--- src/core/dmi_pkg.sv ---
// Shared constants and types for the DRAM power-up and mode register block.
// Assumes the command pins are sampled on clk_sys, the device's own clock.
package dmi_pkg;

  // ----------------------------------------------------------------
  // Timing
  // ----------------------------------------------------------------
  localparam int CLK_PERIOD_NS = 50;
  localparam int SELF_INIT_US = 500;
  localparam int SELF_INIT_CYC = (SELF_INIT_US * 1000 + CLK_PERIOD_NS - 1) / CLK_PERIOD_NS;
  localparam int MOD_CYC = 12;   // Settings update delay after a mode write, clocks
  localparam int DLLK_CYC = 512; // DLL lock time, clocks
  localparam int ZQINIT_CYC = 512; // Initial calibration time, clocks
  localparam int CNT_W = 16;

  // ----------------------------------------------------------------
  // Address and bank fields
  // ----------------------------------------------------------------
  localparam int ADDR_W = 15;
  localparam int BA_W = 3;
  localparam int MR_COUNT = 4;
  localparam logic [2:0] BA_MR0 = 3'h0;
  localparam logic [2:0] BA_MR1 = 3'h1;
  localparam logic [2:0] BA_MR2 = 3'h2;
  localparam logic [2:0] BA_MR3 = 3'h3;
  localparam int BIT_DLL_DIS = 0;  // MR1, low enables the DLL
  localparam int BIT_CL0 = 2;      // MR0 latency low bit
  localparam int BIT_CL_HI = 4;    // MR0 latency upper field A6..A4
  localparam int BIT_AL = 3;       // MR1 additive latency A4..A3
  localparam int BIT_DLL_RST = 8;  // MR0, self-clearing
  localparam int BIT_WR = 9;       // MR0 write recovery A11..A9
  localparam int BIT_ZQ_LONG = 10;
  localparam int RTT_B0 = 2;
  localparam int RTT_B1 = 6;
  localparam int RTT_B2 = 9;
  localparam logic [ADDR_W-1:0] MR_RESET_VAL = 15'h0000;

  // ----------------------------------------------------------------
  // Types
  // ----------------------------------------------------------------
  typedef struct packed {
    logic cke;
    logic csN;
    logic rasN;
    logic casN;
    logic weN;
    logic odt;
    logic [BA_W-1:0] ba;
    logic [ADDR_W-1:0] addr;
  } dmi_cmd_t;

  typedef struct packed {
    logic [4:0] casLat;
    logic [4:0] addLat;
    logic [5:0] readLat;
    logic [4:0] wrRecov;
    logic [2:0] rttNom;
    logic dllOn;
  } dmi_set_t;

  typedef enum logic [5:0] {
    ST_RST = 6'h01,
    ST_SELF = 6'h02,
    ST_CKE = 6'h04,
    ST_MRS = 6'h08,
    ST_CAL = 6'h10,
    ST_READY = 6'h20
  } dmi_state_t;

endpackage : dmi_pkg

--- src/core/dmi_mode_regs.sv ---
// Storage for the four mode registers, one full word per write.
// Assumes the owner serialises writes and the DLL reset clear strobe.
`timescale 1ns/1ps
`default_nettype none
module dmi_mode_regs #(
  parameter int DEPTH = dmi_pkg::MR_COUNT,
  parameter int WIDTH = dmi_pkg::ADDR_W
) (
  input wire logic clk_sys,                       // Device clock
  input wire logic resetn,                        // Sync reset, active low
  input wire logic wrEn,                          // Write whole word
  input wire logic [$clog2(DEPTH)-1:0] wrIdx,     // Register selected by bank bits
  input wire logic [WIDTH-1:0] wrData,            // New word
  input wire logic clrDllRst,                     // Self-clear of DLL reset bit
  output logic [DEPTH-1:0][WIDTH-1:0] contents    // Registered contents
);

  logic [DEPTH-1:0][WIDTH-1:0] mem_d;
  logic [DEPTH-1:0][WIDTH-1:0] mem_q;

  // Next contents: whole-word rewrite, then DLL reset bit self-clear
  always_comb begin
    mem_d = mem_q;
    if (wrEn) begin
      mem_d[wrIdx] = wrData;
    end
    // A fresh MR0 write in the same cycle wins over the self-clear
    if (clrDllRst && !(wrEn && wrIdx == '0)) begin
      mem_d[0][dmi_pkg::BIT_DLL_RST] = 1'b0;
    end
  end

  // Register stage
  always_ff @(posedge clk_sys) begin
    if (!resetn) begin
      mem_q <= '{default: dmi_pkg::MR_RESET_VAL};
    end else begin
      mem_q <= mem_d;
    end
  end

  assign contents = mem_q;

endmodule : dmi_mode_regs
`default_nettype wire

--- src/core/dmi_init_seq.sv ---
// Device-side power-up, reset and mode register handling of the DRAM.
// Assumes command pins arrive on clk_sys; the reset pin is asynchronous.
// Notes on behaviour
// - Internal init runs 500us after reset release
// - Termination off in reset until CKE high
// - Bank bits select the mode register
// - Init MR1 enables DLL, MR0 resets DLL
// - Mode writes never touch array contents
// - New settings take effect after tMOD
// - CAS latency from A2, A6..A4; RL=AL+CL
// - DLL reset bit clears itself after use
`timescale 1ns/1ps
`default_nettype none
module dmi_init_seq #(
  parameter int SELF_INIT_CYC = dmi_pkg::SELF_INIT_CYC,
  parameter int MOD_CYC = dmi_pkg::MOD_CYC,
  parameter int DLLK_CYC = dmi_pkg::DLLK_CYC,
  parameter int ZQINIT_CYC = dmi_pkg::ZQINIT_CYC
) (
  input wire logic clk_sys,                 // Device clock
  input wire logic resetn,                  // Block reset, sync, active low
  input wire logic resetPinN,               // Reset pin, asynchronous, active low
  input wire dmi_pkg::dmi_cmd_t cmd,        // Command, address and ODT pins
  output dmi_pkg::dmi_set_t settings,       // Applied mode settings
  output logic termActive,                  // On-die termination enabled
  output logic selfInitDone,                // Internal init wait over
  output logic dllLocked,                   // DLL lock time elapsed
  output logic zqDone,                      // Calibration time elapsed
  output logic initDone,                    // Ready for normal operation
  output logic seqError                     // Init order or timing broken
);

  // ----------------------------------------------------------------
  // Reset pin synchroniser
  // ----------------------------------------------------------------
  logic [2:0] pinSync_d;
  logic [2:0] pinSync_q;
  logic pinHigh_d;
  logic pinHigh_q;

  // Three stages; level changes once the second and third agree
  always_comb begin
    pinSync_d = {pinSync_q[1:0], resetPinN};
    pinHigh_d = pinHigh_q;
    if (pinSync_q[1] == pinSync_q[2]) begin
      pinHigh_d = pinSync_q[2];
    end
  end

  always_ff @(posedge clk_sys) begin
    if (!resetn) begin
      pinSync_q <= 3'h0;
      pinHigh_q <= 1'b0;
    end else begin
      pinSync_q <= pinSync_d;
      pinHigh_q <= pinHigh_d;
    end
  end

  // ----------------------------------------------------------------
  // Command decode and field helpers
  // ----------------------------------------------------------------
  logic selCmd;
  logic isMrs;
  logic isZqcl;
  logic isIdle;

  assign selCmd = cmd.cke && !cmd.csN;
  assign isMrs = selCmd && !cmd.rasN && !cmd.casN && !cmd.weN;
  assign isZqcl = selCmd && cmd.rasN && cmd.casN && !cmd.weN
                  && cmd.addr[dmi_pkg::BIT_ZQ_LONG];
  assign isIdle = cmd.csN || (cmd.rasN && cmd.casN && cmd.weN);

  // CAS latency: {A6,A5,A4} + 4, plus 8 when A2 is set
  function automatic logic [4:0] decodeCl(input logic [dmi_pkg::ADDR_W-1:0] mr);
    logic [4:0] base;
    base = {2'h0, mr[dmi_pkg::BIT_CL_HI +: 3]} + 5'h04;
    decodeCl = mr[dmi_pkg::BIT_CL0] ? base + 5'h08 : base;
  endfunction : decodeCl

  // Write recovery clocks from A11..A9
  function automatic logic [4:0] decodeWr(input logic [2:0] code);
    unique case (code)
      3'h0: decodeWr = 5'h10;
      3'h1: decodeWr = 5'h05;
      3'h2: decodeWr = 5'h06;
      3'h3: decodeWr = 5'h07;
      3'h4: decodeWr = 5'h08;
      3'h5: decodeWr = 5'h0A;
      3'h6: decodeWr = 5'h0C;
      3'h7: decodeWr = 5'h0E;
    endcase
  endfunction : decodeWr

  // ----------------------------------------------------------------
  // Mode register storage
  // ----------------------------------------------------------------
  logic [dmi_pkg::MR_COUNT-1:0][dmi_pkg::ADDR_W-1:0] mrWords;
  logic mrWrEn;
  logic clrDllRst;
  dmi_pkg::dmi_state_t state_d;
  dmi_pkg::dmi_state_t state_q;

  // Writes only change mode words, never array state
  assign mrWrEn = isMrs && (state_q == dmi_pkg::ST_MRS || state_q == dmi_pkg::ST_READY);

  dmi_mode_regs uModeRegs (
    .clk_sys(clk_sys),
    .resetn(resetn),
    .wrEn(mrWrEn),
    .wrIdx(cmd.ba[1:0]),
    .wrData(cmd.addr),
    .clrDllRst(clrDllRst),
    .contents(mrWords)
  );

  // ----------------------------------------------------------------
  // Sequencer
  // ----------------------------------------------------------------
  logic [dmi_pkg::CNT_W-1:0] selfCnt_d, selfCnt_q;
  logic [dmi_pkg::CNT_W-1:0] modCnt_d, modCnt_q;
  logic [dmi_pkg::CNT_W-1:0] dllCnt_d, dllCnt_q;
  logic [dmi_pkg::CNT_W-1:0] zqCnt_d, zqCnt_q;
  logic [2:0] step_d, step_q;
  logic err_d, err_q;
  logic dllRun_d, dllRun_q;
  logic zqRun_d, zqRun_q;
  logic [2:0] expBa;

  // Expected bank code for each init step
  always_comb begin
    unique case (step_q)
      3'h0: expBa = dmi_pkg::BA_MR2;
      3'h1: expBa = dmi_pkg::BA_MR3;
      3'h2: expBa = dmi_pkg::BA_MR1;
      default: expBa = dmi_pkg::BA_MR0;
    endcase
  end

  // Next state, counters and error flag
  always_comb begin
    state_d = state_q;
    selfCnt_d = selfCnt_q;
    modCnt_d = (modCnt_q != '0) ? modCnt_q - 1'b1 : modCnt_q;
    dllCnt_d = (dllCnt_q != '0) ? dllCnt_q - 1'b1 : dllCnt_q;
    zqCnt_d = (zqCnt_q != '0) ? zqCnt_q - 1'b1 : zqCnt_q;
    step_d = step_q;
    err_d = err_q;
    dllRun_d = dllRun_q;
    zqRun_d = zqRun_q;
    clrDllRst = 1'b0;
    // Mode write applies after the update delay
    if (mrWrEn) begin
      modCnt_d = dmi_pkg::CNT_W'(MOD_CYC);
    end
    // DLL reset requested in MR0 starts the lock timer, then self-clears
    if (mrWords[0][dmi_pkg::BIT_DLL_RST]) begin
      clrDllRst = 1'b1;
      dllCnt_d = dmi_pkg::CNT_W'(DLLK_CYC);
      dllRun_d = 1'b1;
    end
    unique case (state_q)
      dmi_pkg::ST_RST: begin
        step_d = 3'h0;
        dllRun_d = 1'b0;
        zqRun_d = 1'b0;
        if (pinHigh_q) begin
          selfCnt_d = dmi_pkg::CNT_W'(SELF_INIT_CYC);
          state_d = dmi_pkg::ST_SELF;
        end
      end
      dmi_pkg::ST_SELF: begin
        selfCnt_d = selfCnt_q - 1'b1;
        if (cmd.cke) begin
          err_d = 1'b1;
        end
        if (selfCnt_q == dmi_pkg::CNT_W'(1)) begin
          state_d = dmi_pkg::ST_CKE;
        end
      end
      dmi_pkg::ST_CKE: begin
        if (cmd.cke) begin
          state_d = dmi_pkg::ST_MRS;
        end
      end
      dmi_pkg::ST_MRS: begin
        if (!cmd.cke || (!isIdle && !isMrs && !isZqcl)) begin
          err_d = 1'b1;
        end
        if (isMrs) begin
          if (cmd.ba != expBa || step_q == 3'h4) begin
            err_d = 1'b1;
          end
          if (cmd.ba == dmi_pkg::BA_MR1 && cmd.addr[dmi_pkg::BIT_DLL_DIS]) begin
            err_d = 1'b1;
          end
          if (cmd.ba == dmi_pkg::BA_MR0 && !cmd.addr[dmi_pkg::BIT_DLL_RST]) begin
            err_d = 1'b1;
          end
          step_d = step_q + 3'h1;
        end
        if (isZqcl) begin
          if (step_q != 3'h4) begin
            err_d = 1'b1;
          end
          zqCnt_d = dmi_pkg::CNT_W'(ZQINIT_CYC);
          zqRun_d = 1'b1;
          state_d = dmi_pkg::ST_CAL;
        end
      end
      dmi_pkg::ST_CAL: begin
        if (!cmd.cke || !isIdle) begin
          err_d = 1'b1;
        end
        if (dllRun_q && zqRun_q && dllCnt_q == '0 && zqCnt_q == '0) begin
          state_d = dmi_pkg::ST_READY;
        end
      end
      dmi_pkg::ST_READY: begin
        state_d = dmi_pkg::ST_READY;
      end
      default: begin
        state_d = dmi_pkg::ST_RST;
      end
    endcase
    // Reset pin low restarts the whole flow
    if (!pinHigh_q) begin
      state_d = dmi_pkg::ST_RST;
      err_d = 1'b0;
    end
  end

  always_ff @(posedge clk_sys) begin
    if (!resetn) begin
      state_q <= dmi_pkg::ST_RST;
      selfCnt_q <= '0;
      modCnt_q <= '0;
      dllCnt_q <= '0;
      zqCnt_q <= '0;
      step_q <= 3'h0;
      err_q <= 1'b0;
      dllRun_q <= 1'b0;
      zqRun_q <= 1'b0;
    end else begin
      state_q <= state_d;
      selfCnt_q <= selfCnt_d;
      modCnt_q <= modCnt_d;
      dllCnt_q <= dllCnt_d;
      zqCnt_q <= zqCnt_d;
      step_q <= step_d;
      err_q <= err_d;
      dllRun_q <= dllRun_d;
      zqRun_q <= zqRun_d;
    end
  end

  // ----------------------------------------------------------------
  // Applied settings and status outputs
  // ----------------------------------------------------------------
  dmi_pkg::dmi_set_t set_d, set_q;
  logic term_d, term_q;
  logic [4:0] clNew;
  logic [4:0] alNew;

  // Decode settings when the update delay ends
  always_comb begin
    set_d = set_q;
    clNew = decodeCl(mrWords[0]);
    unique case (mrWords[1][dmi_pkg::BIT_AL +: 2])
      2'h1: alNew = clNew - 5'h01;
      2'h2: alNew = clNew - 5'h02;
      default: alNew = 5'h00;
    endcase
    if (modCnt_q == dmi_pkg::CNT_W'(1)) begin
      set_d.casLat = clNew;
      set_d.addLat = alNew;
      set_d.readLat = {1'b0, alNew} + {1'b0, clNew};
      set_d.wrRecov = decodeWr(mrWords[0][dmi_pkg::BIT_WR +: 3]);
      set_d.rttNom = {mrWords[1][dmi_pkg::RTT_B2], mrWords[1][dmi_pkg::RTT_B1],
                      mrWords[1][dmi_pkg::RTT_B0]};
      set_d.dllOn = !mrWords[1][dmi_pkg::BIT_DLL_DIS];
    end
    // Termination stays off until CKE is registered high
    term_d = 1'b0;
    if (state_q == dmi_pkg::ST_MRS || state_q == dmi_pkg::ST_CAL
        || state_q == dmi_pkg::ST_READY) begin
      term_d = cmd.odt && (set_q.rttNom != 3'h0) && pinHigh_q;
    end
  end

  always_ff @(posedge clk_sys) begin
    if (!resetn) begin
      set_q <= '0;
      term_q <= 1'b0;
    end else begin
      set_q <= set_d;
      term_q <= term_d;
    end
  end

  assign settings = set_q;
  assign termActive = term_q;
  assign selfInitDone = (state_q != dmi_pkg::ST_RST) && (state_q != dmi_pkg::ST_SELF);
  assign dllLocked = dllRun_q && (dllCnt_q == '0);
  assign zqDone = zqRun_q && (zqCnt_q == '0);
  assign initDone = (state_q == dmi_pkg::ST_READY);
  assign seqError = err_q;

endmodule : dmi_init_seq
`default_nettype wire

--- config.mk ---
export PLATFORM = sky130hd
export DESIGN_NAME = dmi_init_seq
export DESIGN_NICKNAME = d
export VERILOG_FILES = /design/src/core/dmi_pkg.sv /design/src/core/dmi_mode_regs.sv /design/src/core/dmi_init_seq.sv
export SDC_FILE = /design/constraint.sdc
export NUM_CORES = 1
export LEC_CHECK = 0
export BUFFER_PORTS_ARGS = -buffer_cell sky130_fd_sc_hd__buf_4
export CORE_MARGIN = 5
export CORE_UTILIZATION = 55
export CTS_CLUSTER_SIZE = 28
export DETAILED_ROUTE_END_ITERATION = 6
export PLACE_DENSITY = 0.77
export SLEW_MARGIN = 40
export SYNTH_ARGS = -nofsm -noshare
export SYNTH_HDL_FRONTEND = slang
export SYNTH_HIERARCHICAL = 1
export SYNTH_SLANG_ARGS = --single-unit
--- constraint.sdc ---
create_clock -name clk_sys -period 2.2 [get_ports clk_sys]
set_input_delay 0.11 -clock clk_sys [delete_from_list [all_inputs] [get_ports clk_sys]]
set_output_delay 0.11 -clock clk_sys [all_outputs]
set_load 0.1 [all_outputs]
Word level (Yosys, flattened, before mapping)
Memories as Yosys holds them, arrays and structs flattened. A register that Yosys moved wholly into a read port is not among the register bits.
Index checks and enable logic that the tools add are counted.
{ "classes": {"n_addsub": 10, "n_lt_le_gt_ge": 2, "eq_ne": 27, "mux": 35, "bitwise_logic": 1, "n_reduce_logical": 70} }
{ "op_table": {"columns": ["cell", "count"], "rows": [
  ["2-to-1 mux 16 bit", 4],
  ["subtractor 16 x 1 -> 16 bit, second input constant", 4],
  ["bitwise mux 60 bit", 1],
  ["nonzero test 16 bit", 3],
  ["case mux 6 bit (6 select lines)", 1],
  ["equality test 16 x 1 -> 1 bit, second input constant", 2],
  ["logical NOT 16 bit", 2],
  ["case mux 16 bit (2 select lines)", 1],
  ["demux 15 bit (select 2 bit)", 1],
  ["logical AND 1 bit", 26],
  ["2-to-1 mux 6 bit", 4],
  ["2-to-1 mux 10 bit", 2],
  ["!= test 2 bit, second input constant", 8],
  ["2-to-1 mux 15 bit", 1],
  ["logical NOT 1 bit", 12],
  ["2-to-1 mux 1 bit", 11],
  ["case mux 5 bit (2 select lines)", 1],
  ["AND reduction 2 bit", 5],
  ["2-to-1 mux 4 bit", 2],
  ["nonzero test 2 bit", 4],
  ["OR reduction 2 bit", 4],
  ["logical OR 1 bit", 7],
  ["adder 5 x 5 -> 6 bit", 1],
  ["equality test 3 x 1 -> 1 bit, second input constant", 2],
  ["other kinds (34)", 36]
]} }
{ "word_totals": {"reg_bits": 161, "mem_bits_ro": 40, "inputBits": 27, "output_inout_bits": 31, "elab_cells": 170, "memories": 1} }
{ "mem_list": {"columns": ["name", "depth", "word_bits", "rd", "rd_ports_with_merged_regs", "wr", "line_no", "text"], "rows": [
  ["(no name shown)", 8, 5, 1, 1, 0, "dmi_init_seq.sv:83", "unique case (code)"]
]} }

Depth between registers and ports, before layout
{ "depth": {"ltp_word": 17, "ltp_mapped": 12, "depth_no_buf": 12} }

Modules after synthesis
The synthesis kept the hierarchy.
{ "by_module_without_submodules": {"columns": ["mod", "n_inst", "cells_each", "area_each_um2", "seq_area_each_um2"], "rows": [
  ["dmi_init_seq", 1, 632, 5297.6, 2122.0],
  ["dmi_mode_regs", 1, 214, 2195.9, 1201.2]
]} }

Worst setup path before layout
No wires, ideal clock.
{ "synth_timing": {"kind": "reg-to-output", "start": "register dllCnt_q[0] in the netlist's numbering", "end": "output dllLocked", "arrival_time_ps": 2423, "required_time_ps": 2090, "path_slack_ps": -333, "path_stages_with_launch": 7, "n_path_buf": 1, "path_cell_list": "dfxtp_1 inv_1 ha_1 or3b_2 clkbuf_1 nor4_4 and2_1"} }
{ "synth_via": {"elab_chain_cells": 2} }
{ "synth_lines": {"columns": ["item", "line_no", "text"], "rows": [
  ["start, declared", "dmi_init_seq.sv:122", "logic [dmi_pkg::CNT_W-1:0] dllCnt_d, dllCnt_q;"],
  ["start signal, assigned", "dmi_init_seq.sv:248", "dllCnt_q <= dllCnt_d;"],
  ["logical NOT 16 bit", "dmi_init_seq.sv:304", "assign dllLocked = dllRun_q && (dllCnt_q == '0);"],
  ["logical AND 1 bit", "dmi_init_seq.sv:304", null],
  ["end, declared", "dmi_init_seq.sv:27", "output logic dllLocked,"]
]} }
Every way passes these cells.

Worst setup path in the final report
{ "layout_timing": {"start": "register zqCnt_q[1] in the netlist's numbering", "end": "output zqDone"} }
{ "layout_via": {"elab_chain_cells": 2} }
{ "layout_lines": {"columns": ["item", "line_no", "text"], "rows": [
  ["start, declared", "dmi_init_seq.sv:123", "logic [dmi_pkg::CNT_W-1:0] zqCnt_d, zqCnt_q;"],
  ["start signal, assigned", "dmi_init_seq.sv:249", "zqCnt_q <= zqCnt_d;"],
  ["logical NOT 16 bit", "dmi_init_seq.sv:305", "assign zqDone = zqRun_q && (zqCnt_q == '0);"],
  ["logical AND 1 bit", "dmi_init_seq.sv:305", null],
  ["end, declared", "dmi_init_seq.sv:28", "output logic zqDone,"]
]} }
Every way passes these cells.

==> impl_metrics.env <==
export IMPL_layout_commonest_cell="dfxtp_1"
export IMPL_slowest_stage="or4b_4"
export IMPL_setup_viol=11
export IMPL_crit_arrival_ns=2.24
export IMPL_synth_area_sq_mm=0.00589
export IMPL_die_w_um=113
export IMPL_worst_ep_required_time_ns=2.09
export IMPL_ir_drop_mv=1.23
export IMPL_crit_fanout=2
export IMPL_hold_class="in -> reg"
export IMPL_worstSetupStartpointType="flop"
export IMPL_p_clk_share_pct=29.0
export IMPL_ant_nets=0
export IMPL_status="complete, but fails checks"
export IMPL_relSlewSlack_pct=59.4
export IMPL_die_y_um=113
export IMPL_ctsLongestPathBuffers=2
export IMPL_p_per_area_mw_per_mm2=1300
export IMPL_p_seq_share_pct=29.6
export IMPL_initial_utilization_pct=56.8
export IMPL_grt_pass1_vias=5429
export IMPL_synth_fp_nets=746
export IMPL_antenna_found_initial=0
export IMPL_rsz0062_at_grt="true"
export IMPL_critPathTopFamily="simple AND/OR/NAND/NOR gates"
export IMPL_core_sq_mm=0.0104
export IMPL_root_buffer="clkbuf_8"
export IMPL_finClkSkew_ns=0.00747
export IMPL_endpoint_kind="output port"
export IMPL_cts_tree="yes"
export IMPL_n_antenna_cell=0
export IMPL_avgSynthCellArea_sq_um=8.46
export IMPL_io_pins=58
export IMPL_num_rows=37
export IMPL_layout_common_cells="dfxtp_1 (110), buf_4 (98), nor2_1 (90)"
export IMPL_crit_buf_inv=3
export IMPL_internal_power_mw=6.30
export IMPL_p_comb_share_pct=41.4
export IMPL_drc=0
export IMPL_globalplace_congestion=0.860
export IMPL_max_freq_mhz=425
export IMPL_vias=5515
export IMPL_slew_viol_final=0
export IMPL_cts_sinks=120
export IMPL_swShare_pct=37.8
export IMPL_grt_max_degree=37
export IMPL_grt_pass1_wl_um=25400
export IMPL_vias_per_cell=5.83
export IMPL_failed_checks="setup timing"
export IMPL_clk_latency_ns=0.52
export IMPL_post_drt_wl_per_cell_um=16.8
export IMPL_tightest_slew_ns=0.609
export IMPL_dr_pass1_iters=5
export IMPL_die_area_sq_mm=0.0129
export IMPL_yosysWarnings=6
export IMPL_clk_pin_slew_ns=0.05
export IMPL_syn2layout_area_growth_pct=32.3
export IMPL_drv_cap=0
export IMPL_grt_usage_pct=23.8
export IMPL_num_fill_cells=673
export IMPL_p_sw_mw=3.83
export IMPL_port_buffers=52
export IMPL_final_instance_count_excl_fill=946
export IMPL_timing_final_crit_period_ns=2.35
export IMPL_netlist_instances=696
export IMPL_post_route_period_util_pct=107
export IMPL_layout_drive_gt1_share_pct=25.7
export IMPL_wl_um=15900
export IMPL_crit_chain="inv_2, ha_4, or4b_4, nor4_4, buf_4, and2_4, buf_12"
export IMPL_grt_overflow=0
export IMPL_timing_final_ws_setup_ns=-0.154
export IMPL_finalHoldViolCount=0
export IMPL_p_leak_nw=3.05
export IMPL_path_class="reg -> out"
export IMPL_dp_hpwl_um=9680
export IMPL_nets=847
export IMPL_dp_slack_ns=-0.0906
export IMPL_max_stage_delay_ns=0.49
export IMPL_drt_iter0_drc=398
export IMPL_h_tree_depth=4
export IMPL_numCtsBuffers=17
export IMPL_dp_cells=882
flip-flops by register name, indices dropped and copies added, names as in the netlist:
register,flops
dllCnt_q,16
dllRun_q,1
modCnt_q,16
pinHigh_q,1
pinSync_q,3
selfCnt_q,16
seqError,1
settings,25
state_q,6
step_q,3
termActive,1
uModeRegs/contents,14
zqCnt_q,16
zqRun_q,1
layout make-up:
type                            count  area (sq um)  share of cell area [%]
Sequential cell                   120          2420                    31.1
Inverter                           22          85.1                    1.09
Timing Repair Buffer              119           982                    12.6
Multi-Input combinational cell    517          3500                    44.9
Clock inverter                      7           138                    1.77
Tap cell                          136           170                    2.19
Clock buffer                       25           494                    6.35
worst register-to-register path, cell delays in order (launching register included):
cell	delay (ns)
dfxtp_2	0.35
inv_4	0.06
ha_4	0.17
xnor2_2	0.17
a21oi_1	0.09
nor2_1	0.16
ha_1	0.32
buf_6	0.15
nor2b_4	0.11
o21a_1	0.21
nor3_1	0.17
nand3b_1	0.14
a21oi_2	0.06
per-stage QoR:
stage	instance area, sq um	hold WS [ns]	utilization (%)	total power [mW]	setup TNS, ns
after floorplan	5900	0.237	-	5.72	-0.0605
after global placement	6550	0.337	63.2	6.34	0
after detailed placement	6550	0.332	63.2	6.50	-0.103
after CTS	7530	0.0203	72.6	9.71	-0.348
after global routing	7780	0.0364	75.1	10.7	-1.63
final	7780	0.0380	75.1	10.1	-0.486
power by group through the flow:
| stage | Sequential [mW] | Combinational (mW) | Clock [mW] |
|---|---|---|---|
| 6_report | 3.00 | 4.19 | 2.94 |
| 5_1_grt | 3.04 | 4.57 | 3.07 |
| 4_1_cts | 2.95 | 3.80 | 2.96 |
| 3_5_place_dp | 2.98 | 3.53 | 0 |
| 3_3_place_gp | 2.95 | 3.39 | 0 |
| 2_1_floorplan | 3.33 | 2.39 | 0 |
routing by layer:
metal  part of all wire (%)  vias up  global-route usage, %
li1                       -     2629                      -
met1                     42     2659                   27.9
met2                     51      187                   42.5
met3                    4.7       40                   4.46
met4                    2.4        0                   10.1
met5                      0        -                      0
final timing paths:
check | start | to | slack [ns] | cells past startpoint
setup / recovery | zqCnt_q[1]$_SDFF_PN0_ | zqDone | -0.15 | 7
hold / removal | resetn | dllCnt_q[9]$_SDFFE_PN0P_ | 0.04 | 2
hold reg to reg | uModeRegs/contents[15]$_SDFFE_PN0P_ | settings[0]$_SDFFE_PN0P_ | 0.44 | 1
setup reg to reg | uModeRegs/contents[5]$_SDFFE_PN0P_ | settings[13]$_SDFFE_PN0P_ | -0.06 | 12
timing repair:
action,CTS,global route
gates cloned,0,1
setup endpoints to repair,5,38
hold buffers,13,0
resized for setup,35,51
buffers inserted,11,7
endpoints found under the hold margin,17,0
pin swaps,14,22
Note: power is estimated with default switching activity, not from simulation.
